[src/core/csd_pkg.sv]
// package of register map, field positions and reset values for the steering/shutdown block
// Behaviour
// steering bits only act in modes 00x
// steer enabled: output follows polarity-adjusted data
// steer disabled: output equals override level
// sync mode double-buffers steer enables
// shutdown status bit 7, hw/sw settable
// bit 6 enables automatic restart
// bd safe state field drives B and D
// ac safe state field drives A and C
// shutdown writes accepted while disabled
// resume only at next data rising edge
// pin and comparators shut down when low
// timer postscaled outputs shut down when high
// disabled sources ignored, enabled ones trigger
// rising dead-band n to n+1 clocks
// falling dead-band n to n+1 clocks
// zero count bypasses dead-band
// dead-band counts not touched by reset
// auto-restart clears status when sources gone
// software clear ignored while source active
// mode 001 sync, 000 async steering
// polarity bit inverts the output waveform
// shutdown levels override everything else
package csd_pkg;
	// ----------------------------------------
	// register byte addresses
	// ----------------------------------------
	localparam logic [11:0] CSD_ADR_RISE = 12'hf42;
	localparam logic [11:0] CSD_ADR_FALL = 12'hf43;
	localparam logic [11:0] CSD_ADR_CTRL = 12'hf44;
	localparam logic [11:0] CSD_ADR_POL = 12'hf45;
	localparam logic [11:0] CSD_ADR_SDC = 12'hf46;
	localparam logic [11:0] CSD_ADR_SRC = 12'hf47;
	localparam logic [11:0] CSD_ADR_STR = 12'hf48;
	// ----------------------------------------
	// field positions
	// ----------------------------------------
	localparam int CSD_BIT_EN = 7;
	localparam int CSD_BIT_SD = 7;
	localparam int CSD_BIT_REN = 6;
	localparam int CSD_POS_BD = 4;
	localparam int CSD_POS_AC = 2;
	localparam int CSD_BIT_IN = 5;
	localparam int CSD_POS_OVR = 4;
	// ----------------------------------------
	// reset values and encodings
	// ----------------------------------------
	localparam logic [7:0] CSD_RST_SDC = 8'h14;
	localparam logic [7:0] CSD_RST_ZERO = 8'h00;
	localparam logic [2:0] CSD_MODE_ASYNC = 3'h0;
	localparam logic [2:0] CSD_MODE_SYNC = 3'h1;
	localparam logic [1:0] CSD_SAFE_HIGH = 2'h3;
	localparam logic [1:0] CSD_SAFE_LOW = 2'h2;
	localparam logic [1:0] CSD_SAFE_TRI = 2'h1;
	localparam logic [1:0] CSD_SAFE_INACT = 2'h0;
	localparam int CSD_DB_W = 6;
endpackage : csd_pkg

[src/core/csd_top.sv]
// steering, auto-shutdown and dead-band logic with a classic wishbone slave
`timescale 1ns/100ps
module csd_top
	import csd_pkg::*;
#(
	parameter int DB_W = CSD_DB_W
)
(
	input wire logic clk_i,
	input wire logic rst_i,
	input wire logic ce_i,
	input wire logic wb_cyc_i,
	input wire logic wb_stb_i,
	input wire logic wb_we_i,
	input wire logic [11:0] wb_adr_i,
	input wire logic [7:0] wb_dat_i,
	input wire logic wb_sel_i,
	output logic [7:0] wb_dat_o,
	output logic wb_ack_o,
	input wire logic data_in_i,
	input wire logic shutdown_pin_select_i,
	input wire logic comparator_a_out_i,
	input wire logic comparator_b_out_i,
	input wire logic timer_a_postscaled_out_i,
	input wire logic timer_b_postscaled_out_i,
	input wire logic timer_c_postscaled_out_i,
	output logic [3:0] out_o,
	output logic [3:0] out_oe_o
);
	// ----------------------------------------
	// state
	// ----------------------------------------
	// restart tracker: running, held in shutdown, waiting for a data rise
	typedef enum logic [2:0] {
		CSD_RUN = 3'b001,
		CSD_HOLD = 3'b010,
		CSD_WAIT = 3'b100
	} csd_state_t;

	typedef struct packed {
		logic enable; // module enable
		logic [2:0] mode; // output mode
		logic [3:0] output_invert; // per-output polarity
		logic shutdown; // shutdown status
		logic restart_en; // automatic restart
		logic [1:0] bd_safe_state; // B/D shutdown level
		logic [1:0] ac_safe_state; // A/C shutdown level
		logic [5:0] shutdown_source_en; // source enables
		logic [3:0] override_level; // static levels
		logic [3:0] steer_wr; // software-written steer enables
		logic [3:0] steer_enable; // active steer enables
		logic data; // registered data input
		logic rise_db; // rising dead-band pending
		logic fall_db; // falling dead-band pending
		logic [DB_W-1:0] db_cnt; // dead-band counter
		csd_state_t st; // restart tracker
		logic [3:0] outv; // output levels
		logic [3:0] oe; // output enables
		logic [7:0] rdat; // read data
		logic ack; // bus ack
	} csd_regs_t;

	csd_regs_t q, d;
	// dead-band counts live outside the reset struct so reset leaves them alone
	logic [DB_W-1:0] rise_delay_count_q; // rising count
	logic [DB_W-1:0] fall_delay_count_q; // falling count

	// ----------------------------------------
	// helpers
	// ----------------------------------------
	// safe-state level for one output given its field and polarity
	function automatic logic safe_lvl(input logic [1:0] f, input logic pol);
		safe_lvl = (f == CSD_SAFE_HIGH) ? 1'b1 : (f == CSD_SAFE_LOW) ? 1'b0 : pol;
	endfunction : safe_lvl

	// safe-state drive enable
	function automatic logic safe_oe(input logic [1:0] f);
		safe_oe = (f != CSD_SAFE_TRI);
	endfunction : safe_oe

	logic bus_req; // valid new request
	logic wr; // write strobe
	logic [5:0] src_active; // raw active shutdown conditions
	logic sd_cond; // any enabled condition
	logic data_rise; // data rising edge
	logic data_fall; // data falling edge
	logic steer_mode; // steering modes selected
	logic [3:0] steer_lvl; // steering result per output
	logic in_sd; // shutdown levels forced
	logic db_busy; // dead-band in progress

	assign bus_req = wb_cyc_i & wb_stb_i & ~q.ack;
	assign wr = bus_req & wb_we_i & wb_sel_i;
	// low-active and high-active sources
	assign src_active = {~comparator_b_out_i, ~comparator_a_out_i,
		timer_c_postscaled_out_i, timer_b_postscaled_out_i, timer_a_postscaled_out_i,
		~shutdown_pin_select_i};
	assign sd_cond = |(src_active & q.shutdown_source_en);
	assign data_rise = data_in_i & ~q.data;
	assign data_fall = ~data_in_i & q.data;
	assign steer_mode = (q.mode == CSD_MODE_SYNC) || (q.mode == CSD_MODE_ASYNC);
	assign in_sd = q.shutdown | (q.st != CSD_RUN);
	assign db_busy = q.rise_db | q.fall_db;

	// ----------------------------------------
	// steering per output
	// ----------------------------------------
	genvar gi;
	generate
		for (gi = 0; gi < 4; gi++)
		begin : g_steer
			// data with polarity, or the static override ignoring polarity
			assign steer_lvl[gi] = q.steer_enable[gi] ? (q.data ^ q.output_invert[gi])
				: q.override_level[gi];
		end
	endgenerate

	// ----------------------------------------
	// next state
	// ----------------------------------------
	always_comb
	begin
		d = q;
		d.ack = 1'b0;
		if (ce_i)
		begin
			d.ack = bus_req;
			d.data = data_in_i;
			// register writes; shutdown fields writable even when disabled
			if (wr)
			begin
				case (wb_adr_i)
					CSD_ADR_CTRL:
					begin
						d.enable = wb_dat_i[CSD_BIT_EN];
						d.mode = wb_dat_i[2:0];
					end
					CSD_ADR_POL: d.output_invert = wb_dat_i[3:0];
					CSD_ADR_SDC:
					begin
						// clearing ignored while a condition holds
						d.shutdown = wb_dat_i[CSD_BIT_SD] | sd_cond;
						d.restart_en = wb_dat_i[CSD_BIT_REN];
						d.bd_safe_state = wb_dat_i[CSD_POS_BD+:2];
						d.ac_safe_state = wb_dat_i[CSD_POS_AC+:2];
					end
					CSD_ADR_SRC: d.shutdown_source_en = wb_dat_i[5:0];
					CSD_ADR_STR:
					begin
						d.override_level = wb_dat_i[CSD_POS_OVR+:4];
						d.steer_wr = wb_dat_i[3:0];
					end
					default:
					begin
					end
				endcase
			end
			// hardware set wins over any clear
			if (sd_cond)
				d.shutdown = 1'b1;
			else if (q.restart_en && q.shutdown)
				d.shutdown = 1'b0;
			// steer enables: async immediate, sync at the data rise
			if (q.mode != CSD_MODE_SYNC)
				d.steer_enable = d.steer_wr;
			else if (data_rise)
				d.steer_enable = q.steer_wr;
			// restart tracking
			case (q.st)
				CSD_RUN: if (d.shutdown) d.st = CSD_HOLD;
				CSD_HOLD: if (!d.shutdown) d.st = CSD_WAIT;
				CSD_WAIT:
				begin
					if (d.shutdown)
						d.st = CSD_HOLD;
					else if (data_rise)
						d.st = CSD_RUN;
				end
				default: d.st = CSD_HOLD;
			endcase
			// dead-band: hold newly-active output for n clocks
			if (data_rise)
			begin
				d.rise_db = (rise_delay_count_q != '0);
				d.fall_db = 1'b0;
				d.db_cnt = rise_delay_count_q;
			end
			else if (data_fall)
			begin
				d.fall_db = (fall_delay_count_q != '0);
				d.rise_db = 1'b0;
				d.db_cnt = fall_delay_count_q;
			end
			else if (db_busy)
			begin
				d.db_cnt = q.db_cnt - 1'b1;
				if (q.db_cnt <= DB_W'(1))
				begin
					d.rise_db = 1'b0;
					d.fall_db = 1'b0;
				end
			end
			// output selection
			if (in_sd)
			begin
				// inactive-state option drives the inactive level at once, also during a dead-band
				for (int i = 0; i < 4; i++)
				begin
					logic [1:0] f;
					f = i[0] ? q.bd_safe_state : q.ac_safe_state;
					if (f == CSD_SAFE_INACT && db_busy)
						d.outv[i] = 1'b0 ^ q.output_invert[i];
					else
						d.outv[i] = safe_lvl(f, q.output_invert[i]);
					d.oe[i] = safe_oe(f);
				end
			end
			else if (!q.enable)
			begin
				d.outv = q.output_invert;
				d.oe = 4'hf;
			end
			else if (steer_mode)
			begin
				// A/C ride the rising path, B/D the falling path
				for (int i = 0; i < 4; i++)
				begin
					logic hold;
					hold = i[0] ? q.fall_db : q.rise_db;
					d.outv[i] = (hold && q.steer_enable[i]) ? q.output_invert[i] : steer_lvl[i];
				end
				d.oe = 4'hf;
			end
			else
			begin
				d.outv = q.output_invert;
				d.oe = 4'hf;
			end
			// read data
			case (wb_adr_i)
				CSD_ADR_RISE: d.rdat = {2'h0, rise_delay_count_q};
				CSD_ADR_FALL: d.rdat = {2'h0, fall_delay_count_q};
				CSD_ADR_CTRL: d.rdat = {q.enable, 4'h0, q.mode};
				CSD_ADR_POL: d.rdat = {2'h0, q.data, 1'b0, q.output_invert};
				CSD_ADR_SDC: d.rdat = {q.shutdown, q.restart_en, q.bd_safe_state,
					q.ac_safe_state, 2'h0};
				CSD_ADR_SRC: d.rdat = {2'h0, q.shutdown_source_en};
				CSD_ADR_STR: d.rdat = {q.override_level, q.steer_wr};
				default: d.rdat = CSD_RST_ZERO;
			endcase
		end
	end

	// ----------------------------------------
	// registers
	// ----------------------------------------
	always_ff @(posedge clk_i)
	begin
		if (rst_i)
		begin
			q <= '0;
			q.shutdown <= 1'b0;
			q.bd_safe_state <= CSD_RST_SDC[CSD_POS_BD+:2];
			q.ac_safe_state <= CSD_RST_SDC[CSD_POS_AC+:2];
			q.st <= CSD_HOLD;
			q.oe <= 4'h0;
		end
		else
			q <= d;
	end

	// dead-band counts: never reset, keep value through resets
	always_ff @(posedge clk_i)
	begin
		if (ce_i && wr && wb_adr_i == CSD_ADR_RISE)
			rise_delay_count_q <= wb_dat_i[DB_W-1:0];
		if (ce_i && wr && wb_adr_i == CSD_ADR_FALL)
			fall_delay_count_q <= wb_dat_i[DB_W-1:0];
	end

	assign out_o = q.outv;
	assign out_oe_o = q.oe;
	assign wb_dat_o = q.rdat;
	assign wb_ack_o = q.ack;

	// ----------------------------------------
	// checks
	// ----------------------------------------
	chk_source_sets_sd: assert property (@(posedge clk_i) disable iff (rst_i)
		ce_i && sd_cond |=> q.shutdown)
		else $error("enabled shutdown source did not set status");
	chk_sw_clear_blocked: assert property (@(posedge clk_i) disable iff (rst_i)
		ce_i && wr && wb_adr_i == CSD_ADR_SDC && sd_cond |=> q.shutdown)
		else $error("shutdown cleared while condition active");
	chk_auto_restart_clr: assert property (@(posedge clk_i) disable iff (rst_i)
		ce_i && q.restart_en && q.shutdown && !sd_cond && !wr |=> !q.shutdown)
		else $error("auto restart failed to clear status");
	chk_no_auto_clr: assert property (@(posedge clk_i) disable iff (rst_i)
		ce_i && !q.restart_en && q.shutdown && !wr |=> q.shutdown)
		else $error("status cleared without restart enable");
	chk_wait_rise: assert property (@(posedge clk_i) disable iff (rst_i)
		q.st == CSD_WAIT && ce_i && !data_rise |=> q.st != CSD_RUN)
		else $error("resumed without a data rising edge");
	chk_sd_tri_state: assert property (@(posedge clk_i) disable iff (rst_i)
		ce_i && in_sd && q.ac_safe_state == CSD_SAFE_TRI |=> !out_oe_o[0] && !out_oe_o[2])
		else $error("a/c not released in tri-state shutdown");
	chk_sd_high: assert property (@(posedge clk_i) disable iff (rst_i)
		ce_i && in_sd && q.bd_safe_state == CSD_SAFE_HIGH |=> out_o[1] && out_o[3])
		else $error("b/d not high in shutdown");
	chk_override: assert property (@(posedge clk_i) disable iff (rst_i)
		ce_i && !in_sd && q.enable && steer_mode && !q.steer_enable[0]
		|=> out_o[0] == $past(q.override_level[0]))
		else $error("override level not driven");
	chk_db_bypass: assert property (@(posedge clk_i) disable iff (rst_i)
		ce_i && data_rise && rise_delay_count_q == '0 |=> !q.rise_db)
		else $error("dead-band not bypassed for zero count");
	chk_sync_steer: assert property (@(posedge clk_i) disable iff (rst_i)
		ce_i && q.mode == CSD_MODE_SYNC && !data_rise |=> $stable(q.steer_enable))
		else $error("sync steer changed outside data rise");
	cov_shutdown_restart: cover property (@(posedge clk_i) q.st == CSD_WAIT ##1 q.st == CSD_RUN);
	cov_rise_db: cover property (@(posedge clk_i) q.rise_db ##1 !q.rise_db);
	cov_write_steer: cover property (@(posedge clk_i) wr && wb_adr_i == CSD_ADR_STR);
endmodule : csd_top

[config.mk]
export PLATFORM = sky130hd
export DESIGN_NAME = csd_top
export DESIGN_NICKNAME = d
export VERILOG_FILES = /design/src/core/csd_pkg.sv /design/src/core/csd_top.sv
export SDC_FILE = /design/constraint.sdc
export NUM_CORES = 1
export LEC_CHECK = 0
export BUFFER_PORTS_ARGS = -buffer_cell sky130_fd_sc_hd__buf_2
export CORE_UTILIZATION = 39
export DETAILED_ROUTE_END_ITERATION = 10
export SLEW_MARGIN = 40
export SYNTH_ARGS = -nofsm -noshare
export SYNTH_HDL_FRONTEND = slang
export SYNTH_SLANG_ARGS = --single-unit
export TNS_END_PERCENT = 30
[constraint.sdc]
create_clock -name clk_i -period 3.2 [get_ports clk_i]
set_input_delay 0.32 -clock clk_i [delete_from_list [all_inputs] [get_ports clk_i]]
set_output_delay 0.32 -clock clk_i [all_outputs]
set_load 0.02 [all_outputs]
==> key figures, run 1 <==
Synth
  – Synthesized Nets: 454
  – Leading area contributor after synthesis: dfxtp_1
  – Most common cell in the netlist: nor2_1
  – Synth Flop Type: dfxtp_1
  – Post-synth EDFFs: 12
  – Yosys reg bits: 71
  – Synth Cell Area: 3741 um^2
  – Top cell type's share of synthesized area: 0.3157
  – Avg Cell Area, Syn: 8.993 um^2
  – Synth area leaders: dfxtp_1 32%, mux2i_1 11%, edfxtp_1 9.6%
  – Register area share after synthesis: 0.4120
  – Yosys cell types: 59
  – Synth warn: 0
  – Post-synth ARST share: 0
  – Most frequent cells after synthesis: 66 x nor2_1, 59 x dfxtp_1, 41 x mux2i_1, 28 x nand2_1, 20 x o21ai_0
  – Synthesized netlist cell count: 416

Place
  – DP HPWL: 7368 um
  – GP Congestion: around 0.87
  – DP Worst Slack: 0.4760 ns
  – # port buffers: 50

Clocking
  – Post-CTS resize count: 0
  – Worst-case clock buffer depth: 2
  – TritonCTS clock tree: yes
  – Later-pin clock latency in the skew report: between 0.3 and 0.4 ns
  – CTS Buf Count: 9
  – CTS clk-pin slew, worst paths: 0.08 ns
  – CTS root buf: clkbuf_8
  – Cts hold-fix bufs: 0
  – H-tree depth: 3
  – Clk sinks: 71
  – Post-CTS Repair Setup Buffers: 0

Worst setup path
  – CP startpoint kind: flip-flop
  – R2R Setup Slk: 0.74 ns
  – Critical Path Start: wb_ack_o$_SDFF_PP0_
  – Required time worst endpoint: 3.19 ns
  – Worst R2R Start: wb_ack_o$_SDFF_PP0_
  – CP Capture Type: flip-flop
  – Arr. time, crit path: 2.45 ns
  – Cell count of the worst reg-to-reg path: 4
  – Crit Path Category: flip-flop to flip-flop
  – Crit-path cells: nand3b_1 > or3_1 > or4_2 > nor2_1
  – Slowest cell on crit path: or4_2
  – Critical Path Max Stage Delay: 0.70 ns
  – Crit-path max FO: 6

Timing
  – Final Setup Violations: 0
  – Fin. max-slew vios: 0
  – Tcrit/Tclk final: 0.7695
  – Final Skew: 0.008132 ns
  – Final Hold Vio Count: 0
  – Setup ws final: 0.7377 ns
  – Worst hold slack: 0.2428 ns
  – RSZ-0062 raised after global routing: false
  – Tmin final: 2.462 ns
  – Max Freq: a little over 0.4 GHz
  – Slew headroom: 0.4594
  – Fin Setup TNS: 0 ns
  – Worst slew pin tran: 0.8088 ns

Global routing
  – Vias in the first global route: 3002
  – Pin count of the biggest net entering global routing: 33
  – Gr ovfl total: 0
  – Initial antenna violation count: 0
  – First-pass GRT wire length: 15750 um
  – Overall routing resource usage: 0.2061

Route
  – Vias: 3208
  – Drc violations: 0
  – DRT Wirelength: 9924 um
  – DRT iter0 DRCs: 177
  – Vias/cell: 5.512
  – 1st-pass router iterations: 5
  – DR WL/cell: 17.05 um
  – ANT nets after route: 0

Status
  – Status: finished, final reports clean

Final layout
  – Multi-input gate area: 1951 um^2
  – # fillers: 961
  – FF/Latch Area: 1541 um^2
  – Final Net Count: 486
  – Share of cells above drive strength 1: 0.1921
  – Layout Area Growth over Synthesis: 12.74%
  – Antenna diodes: 0

Hold path
  – HP Class: input port to flip-flop
  – Hold Startpoint: wb_dat_i[6]
  – Hold path depth: 3

Power
  – Power Density: 456.9 nW/um^2
  – Leakage power: roughly 1.6 nW
  – Maximum vdd drop: 0.2169 mV

Flow run
  – MaxCap Viol Count: 0

Die
  – Core Area: 9284 um^2
  – Row count: 35
  – Die area: 9988 um^2
  – IO Pins: 51
  – Die X: 99.94 um
  – Die Y: about 100 um
  – Initial Utilization: 0.4030
## per-layer routing
metal | global-route usage | vias to the layer above | wire, um
met5 | 0 | - | 0
met4 | 0.05995 | 0 | 185
met3 | 0.05153 | 23 | 705
met2 | 0.3369 | 104 | 4627
met1 | 0.2693 | 1527 | 4405
li1 | - | 1554 | -
## logic make-up after synthesis
logic type,Yosys count,share of synthesized area
multiplexers,46,0.1308
buffers and inverters,49,0.06655
adder cells (fa/ha/maj),4,0.01338
AO/OA/AOI/OAI,82,0.1445
AND/OR/NAND/NOR,161,0.2258
flip-flops,71,0.4120
XOR/XNOR,3,0.007025
## registers in the layout, summed over array words and instances (netlist names)
register            count
out_o                   4
rise_delay_count_q      6
out_oe_o                2
q                      44
wb_ack_o                1
wb_dat_o                8
fall_delay_count_q      6
## metrics by stage
| stage | cells | total power [W] | util | instance area [um^2] |
|---|---|---|---|---|
| global route | 582 | 0.002012 | 0.4543 | 4218 |
| floorplan | 416 | 0.001103 | - | 3741 |
| detailed placement | 566 | 0.001170 | 0.4314 | 4005 |
| CTS | 582 | 0.001944 | 0.4543 | 4218 |
| global placement | 566 | 0.001168 | 0.4314 | 4005 |
| finish | 582 | 0.001927 | 0.4543 | 4218 |
## worst max-delay path: cells and delay by family, from the launching register on
kind             cells  cell delay, ns
AND/OR/NAND/NOR      4            1.79
flip-flops           1            0.31
## placed cells by master (no fill, tap or decap), drive strengths merged, types with 4 or more instances in the layout
cell type	count
dfxtp	59
nor2b	7
clkbuf	10
nor4	4
clkinv	4
a31oi	6
o21ai	20
nand3	9
mux2i	41
nor2	66
a22oi	7
a211oi	10
nand2b	6
nand2	28
nor3	12
a21oi	15
ha	4
buf	57
nand4	4
edfxtp	12
inv	12
## final cells by class
cell class | count | share of cell area
clock buffer | 10 | 0.03026
tap | 129 | 0.03827
clock inverter | 6 | 0.02017
multi-input combinational | 296 | 0.4625
inverter | 13 | 0.01157
timing repair buffer | 57 | 0.07179
sequential | 71 | 0.3655
## final timing paths
kind / to
max: rise_delay_count_q[1]$_DFFE_PP_
min: q[39]$_SDFFE_PP0P_
max reg2reg: rise_delay_count_q[1]$_DFFE_PP_
min reg2reg: wb_dat_o[1]$_SDFFE_PP0P_
## power breakdown
part / internal, W / switching, W / total, W / leakage, nW
logic: 0.0000807 / 0.000124 / 0.000205 / 0.940
registers: 0.000925 / 0.0000209 / 0.000946 / 0.587
clock network: 0.000436 / 0.000340 / 0.000776 / 0.104
(Power assumes the default switching activity.)
==> inputs of run 2 (changes only) <==
--- a/config.mk
+++ b/config.mk
@@ -5,6 +5,7 @@
 export SDC_FILE = /design/constraint.sdc
 export NUM_CORES = 1
 export LEC_CHECK = 0
+export ABC_AREA = 1
 export BUFFER_PORTS_ARGS = -buffer_cell sky130_fd_sc_hd__buf_2
 export CORE_UTILIZATION = 39
 export DETAILED_ROUTE_END_ITERATION = 10
==> constraint.sdc (replaced) <==
create_clock -name clk_i -period 2 [get_ports clk_i]
set_input_delay 0.2 -clock clk_i [delete_from_list [all_inputs] [get_ports clk_i]]
set_output_delay 0.2 -clock clk_i [all_outputs]
set_load 0.02 [all_outputs]
==> key figures, run 2 <==
Status
  – Status: finished, final reports clean

Worst setup path
  – Crit-path cells: nand3b_4 > nor2_4 > inv_2 > nor2_8 > inv_2 > nor2_1
  – CP startpoint kind: flip-flop
  – Required time worst endpoint: 1.98 ns (-1.21 ns)
  – Critical Path Max Stage Delay: 0.42 ns (-0.28 ns)
  – R2R Setup Slk: 0.18 ns (-0.56 ns)
  – CP Capture Type: flip-flop
  – Critical path's top delay family: simple AND/OR/NAND/NOR gates
  – Slowest cell on crit path: nor2_1
  – Crit-path max FO: 6 (unchanged)
  – Critical path's most frequent cell: inv_2
  – Crit path buffers/inverters: 2 (+2)
  – Crit Path Category: flip-flop to flip-flop
  – Arr. time, crit path: 1.80 ns (-0.65 ns)

Timing
  – Slew headroom: 0.6492 (+0.1897)
  – Fin. max-slew vios: 0 (unchanged)
  – Tmin final: 1.818 ns (-0.6440 ns)
  – Tcrit/Tclk final: 0.9092 (+0.1397)
  – Worst slew pin tran: 0.5243 ns (-0.2844 ns)
  – Fin Setup TNS: 0 ns (unchanged)
  – Max Freq: 0.5499 GHz (+35%)
  – Final Hold Vio Count: 0 (unchanged)
  – Final Skew: 0.007117 ns (-0.001015 ns)
  – Final Setup Violations: 0 (unchanged)
  – Setup ws final: 0.1816 ns (-0.5560 ns)
  – RSZ-0062 raised after global routing: false

Synth
  – Synthesized netlist cell count: 510 (+23%)
  – Synth Cell Area: 3786 um^2 (+1.2%)
  – Yosys reg bits: 71 (unchanged)
  – Most common cell in the netlist: nand2_1
  – Post-synth ARST share: 0 (unchanged)
  – Post-synth EDFFs: 12 (unchanged)
  – Synth area leaders: dfxtp_1 31%, edfxtp_1 9.5%, nand2_1 9.2%
  – Register area share after synthesis: 0.4071 (-0.004902)
  – Leading area contributor after synthesis: dfxtp_1
  – Yosys cell types: 40 (-32%)
  – Avg Cell Area, Syn: 7.424 um^2 (-17%)
  – Top cell type's share of synthesized area: 0.3120 (-0.003756)
  – Synth Flop Type: dfxtp_1
  – Most frequent cells after synthesis: 93 x nand2_1, 59 x a21oi_1, 59 x dfxtp_1, 59 x o21ai_0, 54 x inv_1
  – Synth warn: 0 (unchanged)
  – Synthesized Nets: 548 (+21%)

Power
  – Power Density: 734.0 nW/um^2 (+61%)
  – Maximum vdd drop: 0.3837 mV (+77%)
  – Leakage power: 1.813 nW (+11%)

Place
  – Placed Area: 4080 um^2 (+1.9%)
  – GP Congestion: 0.9444 (+8.3%)
  – DP Worst Slack: 0.2075 ns (-0.2686 ns)
  – # port buffers: 50 (unchanged)
  – DP HPWL: 7823 um (+6.2%)

Route
  – ANT nets after route: 0 (unchanged)
  – DRT Wirelength: 10350 um (+4.3%)
  – DR WL/cell: 15.20 um (-11%)
  – Drc violations: 0 (unchanged)
  – Vias: 3561 (+11%)
  – Vias/cell: 5.229 (-5.1%)
  – DRT iter0 DRCs: 233 (+32%)
  – 1st-pass router iterations: 6 (+1)

Die
  – Row count: 35 (unchanged)
  – Core Area: 9328 um^2 (+0.47%)
  – Die Y: 100.5 um (+0.59%)
  – IO Pins: 51 (unchanged)
  – Initial Utilization: 0.4059 (+0.002937)
  – Die X: 100.5 um (+0.59%)
  – Die area: 10110 um^2 (+1.2%)

Clocking
  – CTS clk-pin slew, worst paths: 0.08 ns (about the same)
  – Post-CTS resize count: 0 (unchanged)
  – Later-pin clock latency in the skew report: 0.34 ns (about the same)
  – Worst-case clock buffer depth: 2 (unchanged)
  – H-tree depth: 3 (unchanged)
  – Clk sinks: 71 (unchanged)
  – CTS root buf: clkbuf_8
  – Cts hold-fix bufs: 0 (unchanged)
  – CTS Buf Count: 9 (unchanged)
  – TritonCTS clock tree: yes
  – Post-CTS Repair Setup Buffers: 0 (unchanged)

Global routing
  – Overall routing resource usage: 0.2198 (+0.01364)
  – Gr ovfl total: 0 (unchanged)
  – Initial antenna violation count: 0 (unchanged)
  – Pin count of the biggest net entering global routing: 37 (+12%)
  – Vias in the first global route: 3292 (+9.7%)
  – First-pass GRT wire length: 16990 um (+7.8%)

Hold path
  – HP Class: input port to flip-flop

Final layout
  – Final core utilization: 0.4598 (+0.005513)
  – # fillers: 967 (+0.62%)
  – Share of cells above drive strength 1: 0.1938 (+0.001788)
  – Final Net Count: 586 (+21%)
  – Fin area: 4289 um^2 (+1.7%)
  – Layout Area Growth over Synthesis: 13.28%
  – Most frequent cells in the layout: 93 x nand2_1, 59 x o21ai_0, 59 x a21oi_1, 59 x dfxtp_1, 54 x inv_1
  – Antenna diodes: 0 (unchanged)
  – Commonest non-fill, non-tap cell in the layout: nand2_1
  – Biggest register: q
  – Largest register FFs: 44 (unchanged)

Flow run
  – MaxCap Viol Count: 0 (unchanged)
run 2: cell types whose count changed after synthesis, moves of 6 or more:
cell      change
a21oi_1      +44
a22oi_1       -7
clkbuf_1      -7
inv_1        +42
inv_2        +15
mux2i_1      -41
nand2_1      +65
nand2b_1      -6
nand3_1      +16
nor2_1       -34
nor2b_1       -7
nor3_1        -9
o211ai_1      +6
o21ai_0      +39
run 2: final cells by class:
cell class / count / area, um^2 / area share
clock buffer: 9 / 123.9 / 0.02888
clock inverter: 6 / 85.08 / 0.01984
inverter: 70 / 262.8 / 0.06126
multi-input combinational: 341 / 1814 / 0.4230
sequential: 71 / 1541 / 0.3594
tap: 129 / 161.4 / 0.03763
timing repair buffer: 55 / 300.3 / 0.07001
run 2: logic make-up (layout without fill, tap and decap cells):
family | count (synthesis) | in the layout | synth area share
simple gates | 182 | 182 | 0.2360
compound gates | 153 | 153 | 0.2254
buf+inv | 98 | 140 | 0.1137
flops | 71 | 71 | 0.4071
fa+ha+maj | 4 | 4 | 0.01322
xor+xnor | 2 | 2 | 0.004627
run 2: through the flow:
step           hold WS, ns  instances  total power (W)
6_report            0.1230        681         0.003148
2_1_floorplan       0.2785        510         0.001826
3_5_place_dp        0.4556        666         0.001945
5_1_grt             0.1240        681         0.003283
3_3_place_gp        0.4522        666         0.001941
4_1_cts             0.1202        681         0.003178
run 2: worst paths after layout:
kind	start	to	depth (start not counted)
worst max-delay path	wb_ack_o$_SDFF_PP0_	rise_delay_count_q[0]$_DFFE_PP_	6
worst min-delay path	wb_dat_i[2]	rise_delay_count_q[2]$_DFFE_PP_	1
worst max register to register	wb_ack_o$_SDFF_PP0_	rise_delay_count_q[0]$_DFFE_PP_	6
worst min register to register	wb_dat_o[4]$_SDFFE_PP0P_	wb_dat_o[4]$_SDFFE_PP0P_	2
run 2: layer usage:
layer  vias to the layer above  part of all wire  global-route usage
li1                       1780                 -                   -
met1                      1642              0.50              0.3195
met2                       128              0.44              0.3361
met3                        11             0.047             0.03467
met4                         0             0.015             0.06243
met5                         -                 0                   0
run 2: power breakdown:
part	leakage (nW)	switching (W)	internal, W
Sequential	0.587	0.0000272	0.00149
Clock	0.109	0.000539	0.000694
Combinational	1.12	0.000255	0.000142
